### src/verilog/dramc_pkg.sv
// Behaviour
// - write: controller drives write and column strobes low while row strobe low.
// - write data valid at or before the later of write or column fall.
// - late write: controller holds output gate high, waits gate-to-data delay.
// - controller issues 256 refresh cycles within every 4 ms window.
// - row strobe held low keeps row latched for page column accesses.
// - controller raises output gate before write strobe falls.
// - after power-up wait 200 us then issue at least 8 row cycles.
// - after idle beyond refresh interval, reissue eight init row cycles; the controller does not, init_done stays set until reset.
// - keep row and column strobes high during power-up.
package dramc_pkg;
   // ==========================================================
   // clock and timing
   localparam int unsigned CLK_MHZ          = 50;
   localparam int unsigned POWERUP_US       = 200;
   localparam int unsigned POWERUP_CYC      = POWERUP_US * CLK_MHZ;
   localparam int unsigned REFRESH_MS       = 4;
   localparam int unsigned REFRESH_ROWS     = 256;
   localparam int unsigned REFRESH_WIN_CYC  = REFRESH_MS * 1000 * CLK_MHZ;
   // spacing leaves margin: 256 refreshes well inside the window
   localparam int unsigned REFRESH_GAP_CYC  = REFRESH_WIN_CYC / REFRESH_ROWS
                                              - 16;
   localparam int unsigned INIT_CYCLES      = 8;
   // ==========================================================
   // strobe phase lengths, in ticks of the phase enable
   localparam int unsigned TICK_DIV         = 2;
   localparam logic [3:0]  PH_ROW_SETUP     = 4'h1;
   localparam logic [3:0]  PH_ROW_HOLD      = 4'h2;
   localparam logic [3:0]  PH_COL_LOW       = 4'h3;
   localparam logic [3:0]  PH_GATE_DATA     = 4'h1;
   localparam logic [3:0]  PH_PRECHARGE     = 4'h3;
   localparam logic [3:0]  PH_COL_PRE       = 4'h1;
   // ==========================================================
   // widths
   localparam int unsigned ADDR_W           = 8;
   localparam int unsigned DATA_W           = 4;
   // ==========================================================
   // controller states
   typedef enum logic [3:0] {
      DRAMC_POWERUP   = 4'h0,
      DRAMC_IDLE      = 4'h1,
      DRAMC_ROW       = 4'h2,
      DRAMC_COL       = 4'h3,
      DRAMC_GATE      = 4'h4,
      DRAMC_WRITE     = 4'h5,
      DRAMC_COL_PRE   = 4'h6,
      DRAMC_PRE       = 4'h7,
      DRAMC_CBR_CAS   = 4'h8,
      DRAMC_CBR_RAS   = 4'h9
   } dramc_state_t;
endpackage

### src/verilog/dramc_host.sv
`timescale 1ns/1ns
`default_nettype none
// ==========================================================
// host controller for a 64k x 4 page mode dram
module dramc_host #(
   parameter int unsigned POWERUP_CYC     = dramc_pkg::POWERUP_CYC,
   parameter int unsigned REFRESH_GAP_CYC = dramc_pkg::REFRESH_GAP_CYC,
   parameter int unsigned AW              = dramc_pkg::ADDR_W,
   parameter int unsigned DW              = dramc_pkg::DATA_W
) (
   // clock and reset
   input  wire logic          core_clk,
   input  wire logic          reset_n,
   // user request
   input  wire logic          req_valid,
   input  wire logic          req_write,
   input  wire logic [AW-1:0] req_row,
   input  wire logic [AW-1:0] req_col,
   input  wire logic [DW-1:0] req_wdata,
   output logic               req_ready,
   output logic               rsp_valid,
   output logic [DW-1:0]      rsp_rdata,
   output logic               init_done,
   // dram pins
   output logic               ras_n,
   output logic               cas_n,
   output logic               we_n,
   output logic               oe_n,
   output logic [AW-1:0]      addr,
   output logic [DW-1:0]      dq_out,
   output logic               dq_oe_n,
   input  wire logic [DW-1:0] dq_in
);
   localparam int unsigned TW = 24;

   dramc_pkg::dramc_state_t st_q;
   dramc_pkg::dramc_state_t st_d;
   logic [TW-1:0] wait_q, wait_d;
   logic [3:0]    ph_q, ph_d;
   logic [3:0]    init_q, init_d;
   logic          wr_q, wr_d;
   logic [AW-1:0] col_q, col_d;
   logic [DW-1:0] wd_q, wd_d;
   logic          ras_q, ras_d, cas_q, cas_d, we_q, we_d, oe_q, oe_d;
   logic [AW-1:0] addr_q, addr_d;
   logic          dqoe_q, dqoe_d;
   logic          rdy_q, rdy_d, rv_q, rv_d, done_q, done_d;
   logic [DW-1:0] rd_q, rd_d;
   logic          rf_due_q, rf_due_d;
   logic          tick;
   logic          rf_tick;

   // phase enable for strobe timing
   dramc_timer #(.PERIOD(dramc_pkg::TICK_DIV), .W(4)) u_tick (
      .clk     (core_clk),
      .reset_n (reset_n),
      .restart (1'b0),
      .tick    (tick)
   );

   // refresh pacing; only a counter refresh cycle clears the due flag for that slot
   dramc_timer #(.PERIOD(REFRESH_GAP_CYC), .W(TW)) u_rf (
      .clk     (core_clk),
      .reset_n (reset_n),
      .restart (1'b0),
      .tick    (rf_tick)
   );

   function automatic logic ph_end(input logic [3:0] ph,
                                   input logic [3:0] lim);
      ph_end = (ph == lim);
   endfunction

   always_comb begin
      st_d     = st_q;
      wait_d   = wait_q;
      ph_d     = tick ? ph_q + 4'h1 : ph_q;
      init_d   = init_q;
      wr_d     = wr_q;
      col_d    = col_q;
      wd_d     = wd_q;
      ras_d    = ras_q;
      cas_d    = cas_q;
      we_d     = we_q;
      oe_d     = oe_q;
      addr_d   = addr_q;
      dqoe_d   = dqoe_q;
      rdy_d    = 1'b0;
      rv_d     = 1'b0;
      rd_d     = rd_q;
      done_d   = done_q;
      rf_due_d = rf_due_q | rf_tick;
      unique case (st_q)
         dramc_pkg::DRAMC_POWERUP: begin
            // strobes stay high through the pause
            wait_d = wait_q + 1'b1;
            if (wait_q == TW'(POWERUP_CYC - 1)) begin
               init_d = 4'h0;
               st_d   = dramc_pkg::DRAMC_IDLE;
            end
         end
         dramc_pkg::DRAMC_IDLE: begin
            ph_d = 4'h0;
            if (!done_q || rf_due_q) begin
               // init cycles and refresh both use counter refresh
               cas_d = 1'b0;
               st_d  = dramc_pkg::DRAMC_CBR_CAS;
               if (rf_due_q && !rf_tick) begin
                  rf_due_d = 1'b0;
               end
            end else if (req_valid && rdy_q) begin
               wr_d   = req_write;
               col_d  = req_col;
               wd_d   = req_wdata;
               addr_d = req_row;
               oe_d   = 1'b1;
               st_d   = dramc_pkg::DRAMC_ROW;
            end else begin
               // ready only when the next idle cycle is sure to take it
               rdy_d = !rf_tick;
            end
         end
         dramc_pkg::DRAMC_ROW: begin
            if (tick && ph_end(ph_q, dramc_pkg::PH_ROW_SETUP)) begin
               ras_d = 1'b0;
            end else if (tick && ph_end(ph_q, dramc_pkg::PH_ROW_HOLD)) begin
               addr_d = col_q;
               ph_d   = 4'h0;
               if (wr_q) begin
                  // gate already high, data out once gate delay passes
                  st_d = dramc_pkg::DRAMC_GATE;
               end else begin
                  cas_d = 1'b0;
                  oe_d  = 1'b0;
                  st_d  = dramc_pkg::DRAMC_COL;
               end
            end
         end
         dramc_pkg::DRAMC_GATE: begin
            if (tick && ph_end(ph_q, dramc_pkg::PH_GATE_DATA)) begin
               dqoe_d = 1'b0;
               we_d   = 1'b0;
               ph_d   = 4'h0;
               st_d   = dramc_pkg::DRAMC_WRITE;
            end
         end
         dramc_pkg::DRAMC_WRITE: begin
            // write strobe fell first: early write, column fall latches
            if (tick && ph_end(ph_q, dramc_pkg::PH_ROW_SETUP)) begin
               cas_d = 1'b0;
               ph_d  = 4'h0;
               st_d  = dramc_pkg::DRAMC_COL;
            end
         end
         dramc_pkg::DRAMC_COL: begin
            if (tick && ph_end(ph_q, dramc_pkg::PH_COL_LOW)) begin
               if (!wr_q) begin
                  rd_d = dq_in;
                  rv_d = 1'b1;
               end
               cas_d  = 1'b1;
               ph_d   = 4'h0;
               st_d   = dramc_pkg::DRAMC_COL_PRE;
            end
         end
         dramc_pkg::DRAMC_COL_PRE: begin
            we_d   = 1'b1;
            dqoe_d = 1'b1;
            oe_d   = 1'b1;
            // each access closes its row; page bursts are not offered
            if (tick && ph_end(ph_q, dramc_pkg::PH_COL_PRE)) begin
               ph_d  = 4'h0;
               ras_d = 1'b1;
               st_d  = dramc_pkg::DRAMC_PRE;
            end
         end
         dramc_pkg::DRAMC_CBR_CAS: begin
            if (tick && ph_end(ph_q, dramc_pkg::PH_ROW_SETUP)) begin
               ras_d = 1'b0;
            end else if (tick && ph_end(ph_q, dramc_pkg::PH_ROW_HOLD)) begin
               ph_d = 4'h0;
               st_d = dramc_pkg::DRAMC_CBR_RAS;
            end
         end
         dramc_pkg::DRAMC_CBR_RAS: begin
            if (tick && ph_end(ph_q, dramc_pkg::PH_COL_LOW)) begin
               ras_d = 1'b1;
               cas_d = 1'b1;
               ph_d  = 4'h0;
               if (!done_q) begin
                  init_d = init_q + 4'h1;
                  if (init_q == 4'(dramc_pkg::INIT_CYCLES - 1)) begin
                     done_d = 1'b1;
                  end
               end
               st_d = dramc_pkg::DRAMC_PRE;
            end
         end
         dramc_pkg::DRAMC_PRE: begin
            if (tick && ph_end(ph_q, dramc_pkg::PH_PRECHARGE)) begin
               ph_d = 4'h0;
               st_d = dramc_pkg::DRAMC_IDLE;
            end
         end
         default: begin
            st_d = dramc_pkg::DRAMC_IDLE;
         end
      endcase
   end

   always_ff @(posedge core_clk) begin
      if (!reset_n) begin
         st_q     <= dramc_pkg::DRAMC_POWERUP;
         wait_q   <= '0;
         ph_q     <= 4'h0;
         init_q   <= 4'h0;
         wr_q     <= 1'b0;
         col_q    <= '0;
         wd_q     <= '0;
         ras_q    <= 1'b1;
         cas_q    <= 1'b1;
         we_q     <= 1'b1;
         oe_q     <= 1'b1;
         addr_q   <= '0;
         dqoe_q   <= 1'b1;
         rdy_q    <= 1'b0;
         rv_q     <= 1'b0;
         rd_q     <= '0;
         done_q   <= 1'b0;
         rf_due_q <= 1'b0;
      end else begin
         st_q     <= st_d;
         wait_q   <= wait_d;
         ph_q     <= ph_d;
         init_q   <= init_d;
         wr_q     <= wr_d;
         col_q    <= col_d;
         wd_q     <= wd_d;
         ras_q    <= ras_d;
         cas_q    <= cas_d;
         we_q     <= we_d;
         oe_q     <= oe_d;
         addr_q   <= addr_d;
         dqoe_q   <= dqoe_d;
         rdy_q    <= rdy_d;
         rv_q     <= rv_d;
         rd_q     <= rd_d;
         done_q   <= done_d;
         rf_due_q <= rf_due_d;
      end
   end

   assign req_ready = rdy_q;
   assign rsp_valid = rv_q;
   assign rsp_rdata = rd_q;
   assign init_done = done_q;
   assign ras_n     = ras_q;
   assign cas_n     = cas_q;
   assign we_n      = we_q;
   assign oe_n      = oe_q;
   assign addr      = addr_q;
   assign dq_out    = wd_q;
   assign dq_oe_n   = dqoe_q;
endmodule
`default_nettype wire

### src/verilog/dramc_timer.sv
`timescale 1ns/1ns
`default_nettype none
// ==========================================================
// free counter raising a one-cycle pulse every period cycles
module dramc_timer #(
   parameter int unsigned PERIOD = 2,
   parameter int unsigned W      = 24
) (
   // clock and reset
   input  wire logic clk,
   input  wire logic reset_n,
   // control
   input  wire logic restart,
   output logic      tick
);
   logic [W-1:0] cnt_q;
   logic [W-1:0] cnt_d;
   logic         tick_q;
   logic         tick_d;

   always_comb begin
      cnt_d  = cnt_q + 1'b1;
      tick_d = 1'b0;
      if (restart) begin
         cnt_d = '0;
      end else if (cnt_q == W'(PERIOD - 1)) begin
         cnt_d  = '0;
         tick_d = 1'b1;
      end
   end

   always_ff @(posedge clk) begin
      if (!reset_n) begin
         cnt_q  <= '0;
         tick_q <= 1'b0;
      end else begin
         cnt_q  <= cnt_d;
         tick_q <= tick_d;
      end
   end

   assign tick = tick_q;
endmodule
`default_nettype wire
### config.mk
export PLATFORM = sky130hd
export DESIGN_NAME = dramc_host
export DESIGN_NICKNAME = d
export VERILOG_FILES = /design/src/verilog/dramc_pkg.sv /design/src/verilog/dramc_host.sv /design/src/verilog/dramc_timer.sv
export SDC_FILE = /design/constraint.sdc
export NUM_CORES = 1
export LEC_CHECK = 0
export BUFFER_PORTS_ARGS = -buffer_cell sky130_fd_sc_hd__clkbuf_2
export CORE_UTILIZATION = 62
export DETAILED_ROUTE_END_ITERATION = 10
export PLACE_DENSITY = 0.83
export SKIP_LAST_GASP = 1
export SYNTH_ARGS = -nofsm -noshare
export SYNTH_HDL_FRONTEND = slang
export SYNTH_SLANG_ARGS = --single-unit
### constraint.sdc
create_clock -name core_clk -period 5.86 [get_ports core_clk]
set_clock_uncertainty 0.2 [all_clocks]
set_input_delay 0.879 -clock core_clk [delete_from_list [all_inputs] [get_ports core_clk]]
set_output_delay 0.879 -clock core_clk [all_outputs]
set_load 0.01 [all_outputs]
Word-level counts from Yosys, hierarchy flattened:

Index checks and enable logic that the tools add are counted.

* flip-flop bits (word level): 99
* input bits: 28
* output and inout bits: 24
* logic and storage cells: 150

* add/subtract/negate cells: 5
* equality and inequality tests: 35
* muxes and demuxes: 51
* bitwise operators: 5
* reduce and logical (&&, ||, !) cells: 33

Operator list (number)
* 4-bit 2-to-1 mux: 21
* 24-bit by 1-bit adder with 24-bit output, second input constant: 2
* 4-bit one-hot mux with 10 select lines: 1
* 8-bit 2-to-1 mux: 4
* 2-bit != test, second input constant: 16
* 24-bit by 10-bit == test with 1-bit output, second input constant: 1
* 24-bit by 14-bit == test with 1-bit output, second input constant: 1
* 4-bit by 3-bit == test with 1-bit output, second input constant: 5
* 1-bit 2-to-1 mux: 17
* 4-bit by 2-bit == test with 1-bit output, second input constant: 4
* 4-bit one-hot mux with 4 select lines: 1
* 8-bit one-hot mux with 2 select lines: 1
* 4-bit by 1-bit adder with 4-bit output, second input constant: 3
* 4-bit by 1-bit == test with 1-bit output, second input constant: 3
* 12-bit AND reduction: 1
* 3-bit AND reduction: 3
* 4-bit == test, second input constant: 2
* 4-bit one-hot mux with 2 select lines: 1
* 4-bit AND reduction: 2
* 2-bit OR reduction: 4
* 7-bit AND reduction: 1
* 1-bit one-hot mux with 3 select lines: 2
* 6-bit AND reduction: 1
* 2-bit nonzero test: 3
* other kinds (17): 29

Logic depth before layout (Yosys ltp):

* word-level depth: 5
* mapped depth: 8
* gate-level depth less buffers: 7

Cells and area by module:

Synthesis repeated with hierarchy kept, for this count alone.

* cells, all modules: 548
* area, all modules: 4734.5 um^2

Modules (own cells, without submodules)
* dramc_host: instances 1, cells an instance 393, area each 3352.0 um^2
* dramc_timer (u_rf): instances 1, cells an instance 135, area each 1172.4 um^2
* dramc_timer (u_tick): instances 1, cells an instance 20, area each 210.2 um^2

Worst setup path before layout:

No wires, ideal clock.

* kind: input-to-reg
* start point: input req_valid
* end point: register st_q[1]
* arrival time: 1.901 ns
* required time: 5.602 ns
* slack: 3.702 ns
* stages: 5
* path buffers: 0
* cell sequence: nand2_1 > and3_1 > or4_1 > nor3_1 > a211o_1

* longest elaborated chain between the ends: 3

Ends and longest elaborated chain
* start: declaration: line dramc_host.sv:15 `input wire logic req_valid,`
* 1-bit logical AND: line dramc_host.sv:111 `end else if (req_valid && rdy_q) begin`
* 3-bit != test (no source line)
* 12-bit AND reduction (no source line)
* end signal: assignment: line dramc_host.sv:213 `st_q <= dramc_pkg::DRAMC_POWERUP;`
* end signal: assignment: line dramc_host.sv:232 `st_q <= st_d;`
* end: declaration: line dramc_host.sv:36 `dramc_pkg::dramc_state_t st_q;`

Every way passes these cells.
A chain may end at the register's enable or synchronous reset.

Final worst setup path:

* start point: register st_q[0]
* end point: register addr_q[4], in the netlist addr[4]

* longest elaborated chain between the ends: 3
* elaborated cells between the ends (all ways): 9
* those cells by class: eq/ne: 6; mux: 1; reduce/logical: 2

Ends and longest elaborated chain
* 4-bit by 1-bit == test with 1-bit output / 4-bit by 2-bit == test with 1-bit output (equally long branches): line dramc_host.sv:93 `unique case (st_q)`
* 2-bit != test (no source line) / 2-bit nonzero test (equally long branches)
* 5-bit AND reduction (no source line)
* end signal: assignment: line dramc_host.sv:243 `addr_q <= addr_d;`
* end: declaration: line dramc_host.sv:45 `logic [AW-1:0] addr_q, addr_d;`

Parallel ways exist; a longest one is shown, timed or not.

==> summary.md <==
| Metric | Value |
|---|---|
| Outcome | `complete, no violations` |
| Mapped Area | `between 4000 and 5000 um2` |
| PortBufs | `51` |
| All-Layer GR Usage | `about a quarter` |
| Critical path required time | `5950 ps` |
| Worst path slowest cell | `dfxtp_1` |
| Fin. max-slew vios | `0` |
| Global-route wire length before repair | `~16 mm` |
| Max clock buf depth | `2` |
| Post-layout min period | `2820 ps` |
| Worst EP arrival | `between 2000 and 3000 ps` |
| Fin crit share | `48.1%` |
| Post-CTS Resized | `0` |
| Hold buffers post-CTS | `0` |
| Post-Route WL | `approximately 9.4 mm` |
| # rows | `31` |
| Ports | `52` |
| Post-route cell area | `roughly 5300 um2` |
| Initial antenna violation count | `0` |
| Worst min path class | `flip-flop to flip-flop` |
| Pwr Density | `between 200 and 250 nW/um2` |
| Cell count after synthesis | `between 500 and 600` |
| Syn Area/Cell | `roughly 9.0 um2` |
| Pre-CTS setup slack | `3040 ps` |
| CTS tree | `yes` |
| Worst-Margin Slew | `between 800 and 900 ps` |
| TNS Setup | `0 ps` |
| Distinct cell type count after synthesis | `63` |
| Die Span Y | `about 90 um` |
| Worst setup EP type | `flip-flop` |
| Unrepaired setup endpoints after global routing | `false` |
| CP Cell Sequence | `or4b_4 -> nor3_4 -> a21o_4 -> nand2_1 -> o211a_1` |
| DR DRC count | `0` |
| Final hold viol count | `0` |
| ANT nets after route | `0` |
| EDFF count, synth | `0` |
| Final Setup Violations | `0` |
| Post-synthesis sequential area ratio | `~41%` |
| DRT iter0 DRCs | `about 200` |
| Clock Root Buffer | `clkbuf_8` |
| Core area | `approximately 7400 um2` |
| Drt pass-1 iters | `5` |
| Largest net degree at the start of global routing | `40` |
| Final GP Congestion | `~0.87` |
| Area grow syn2layout | `9.73%` |
| Synth cell count leaders | `dfxtp_1, nor2_1, nand2_1` |
| Clk_lat worst skew | `380 ps` |
| ANT cells | `0` |
| Main synth FF type | `dfxtp_1` |
| Die width | `90.0 um` |
| Via density | `~5.7` |
| Worst vdd ir | `0.000142 V` |
| Wire length per cell | `~14 um` |
| Synth area leaders | `dfxtp_1, mux2i_1, xnor2_1, nor2_1, xor2_1` |
| CTS HTree Levels | `3` |
| CTS clk-pin slew, worst paths | `around 110 ps` |
| Post-CTS Setup Bufs | `0` |
| Top-count cell post-synth | `dfxtp_1` |
| Synth top area share | `between 40 and 50%` |
| GRT overflow | `0` |
| Yosys reg bits | `99` |
| Number of CTS-inserted buffers | `9` |
| Worst Setup Start Kind | `flip-flop` |
| Clock sinks | `slightly below 100` |
| Yosys warning count | `0` |
| PnR worst setup slack | `3040 ps` |
| Rel. slew slack | `41.6%` |
| Initial Util | `between 60% and 70%` |
| Via count | `about 3800` |
| Nets | `just over 600` |
| Share of layout cells above drive strength 1 | `roughly 14%` |
| LEAKAGE | `2.04 nW` |
| Hpwl dp | `around 6.6 mm` |
| Die ar. | `8090 um2` |
| Max FO, Critical Path | `20` |
| Synth area leader | `dfxtp_1` |
| Max-cap violations | `0` |
| DP Area | `around 5100 um2` |
| Post-synthesis async set-or-reset flop share | `0%` |
| Worst Setup Path Type | `flip-flop to flip-flop` |
| CP max stage delay | `approximately 750 ps` |
| F_max | `~350 MHz` |
| WHS | `291 ps` |
| Vias in the first global route | `around 3700` |
| Syn Nets | `568` |
final timing paths:
path | startpoint | endpoint | slack (ps) | depth (start not counted)
max | st_q[0] | addr[4] | 3040 | 5
min | u_tick.cnt_q[0] | u_tick.cnt_q[0] | 290 | 1
max reg2reg | st_q[0] | addr[4] | 3040 | 5
min reg2reg | u_tick.cnt_q[0] | u_tick.cnt_q[0] | 290 | 1
worst max-delay path: cells and delay by family (launching register included):
kind	cells	cell delay (ps)
AO/OA/AOI/OAI	2	390
flip-flops	1	750
AND/OR/NAND/NOR	3	1400
metrics by stage:
step / power, mW / cells / utilization (%)
6_report: 1.32 / 673 / 71.4
5_1_grt: 1.38 / 673 / 71.4
4_1_cts: 1.32 / 673 / 71.4
3_5_place_dp: 0.896 / 657 / 68.7
3_3_place_gp: 0.888 / 657 / 68.7
2_1_floorplan: 0.859 / 531 / -
sequential cells by signal, indices dropped and copies added, names as in the netlist, 8 cells and up:
name,cells
col_q,8
wait_q,24
addr,8
u_rf.cnt_q,24
metal layers:
metal,part of all wire (%),vias to the layer above,track usage [%]
li1,-,1924,-
met4,1.1,0,7.12
met2,50,104,42.9
met3,5.3,11,7.02
met5,0,-,0
met1,43,1781,28.7
final cells by class:
cell class,count,area [um2]
clock buffer,9,124
clock inverter,7,77.6
fill,567,2110
inverter,18,67.6
multi-input combinational,388,2620
sequential,99,1980
tap,99,124
timing repair buffer,53,270
report_power, final:
group / switching [mW] / internal (mW) / leakage (nW) / total [mW]
Clock: 0.263 / 0.170 / 0.104 / 0.433
Sequential: 0.0377 / 0.692 / 0.799 / 0.730
Combinational: 0.0837 / 0.0691 / 1.14 / 0.153
Total: 0.385 / 0.931 / 2.04 / 1.32
cell usage in the layout, fill, tap and decap left out, types with 20 or more instances in the layout:
cell type,count
nor3_1,20
mux2i_1,27
nor2b_1,24
xnor2_1,29
nand3_1,21
clkbuf_2,51
and2_1,25
nand2_1,41
dfxtp_1,99
nor2_1,46
cell families after synthesis:
kind of cell / Yosys count / synth area share (%)
AOI/OAI and AO/OA: 54 / 8.16
xor gates and xnor gates: 48 / 8.76
adders and majority gates: 10 / 2.56
buffers and inverters: 44 / 4.23
DFF: 99 / 41.3
muxes: 28 / 5.87
and+or+nand+nor: 248 / 29.1
(Power assumes the default switching activity.)
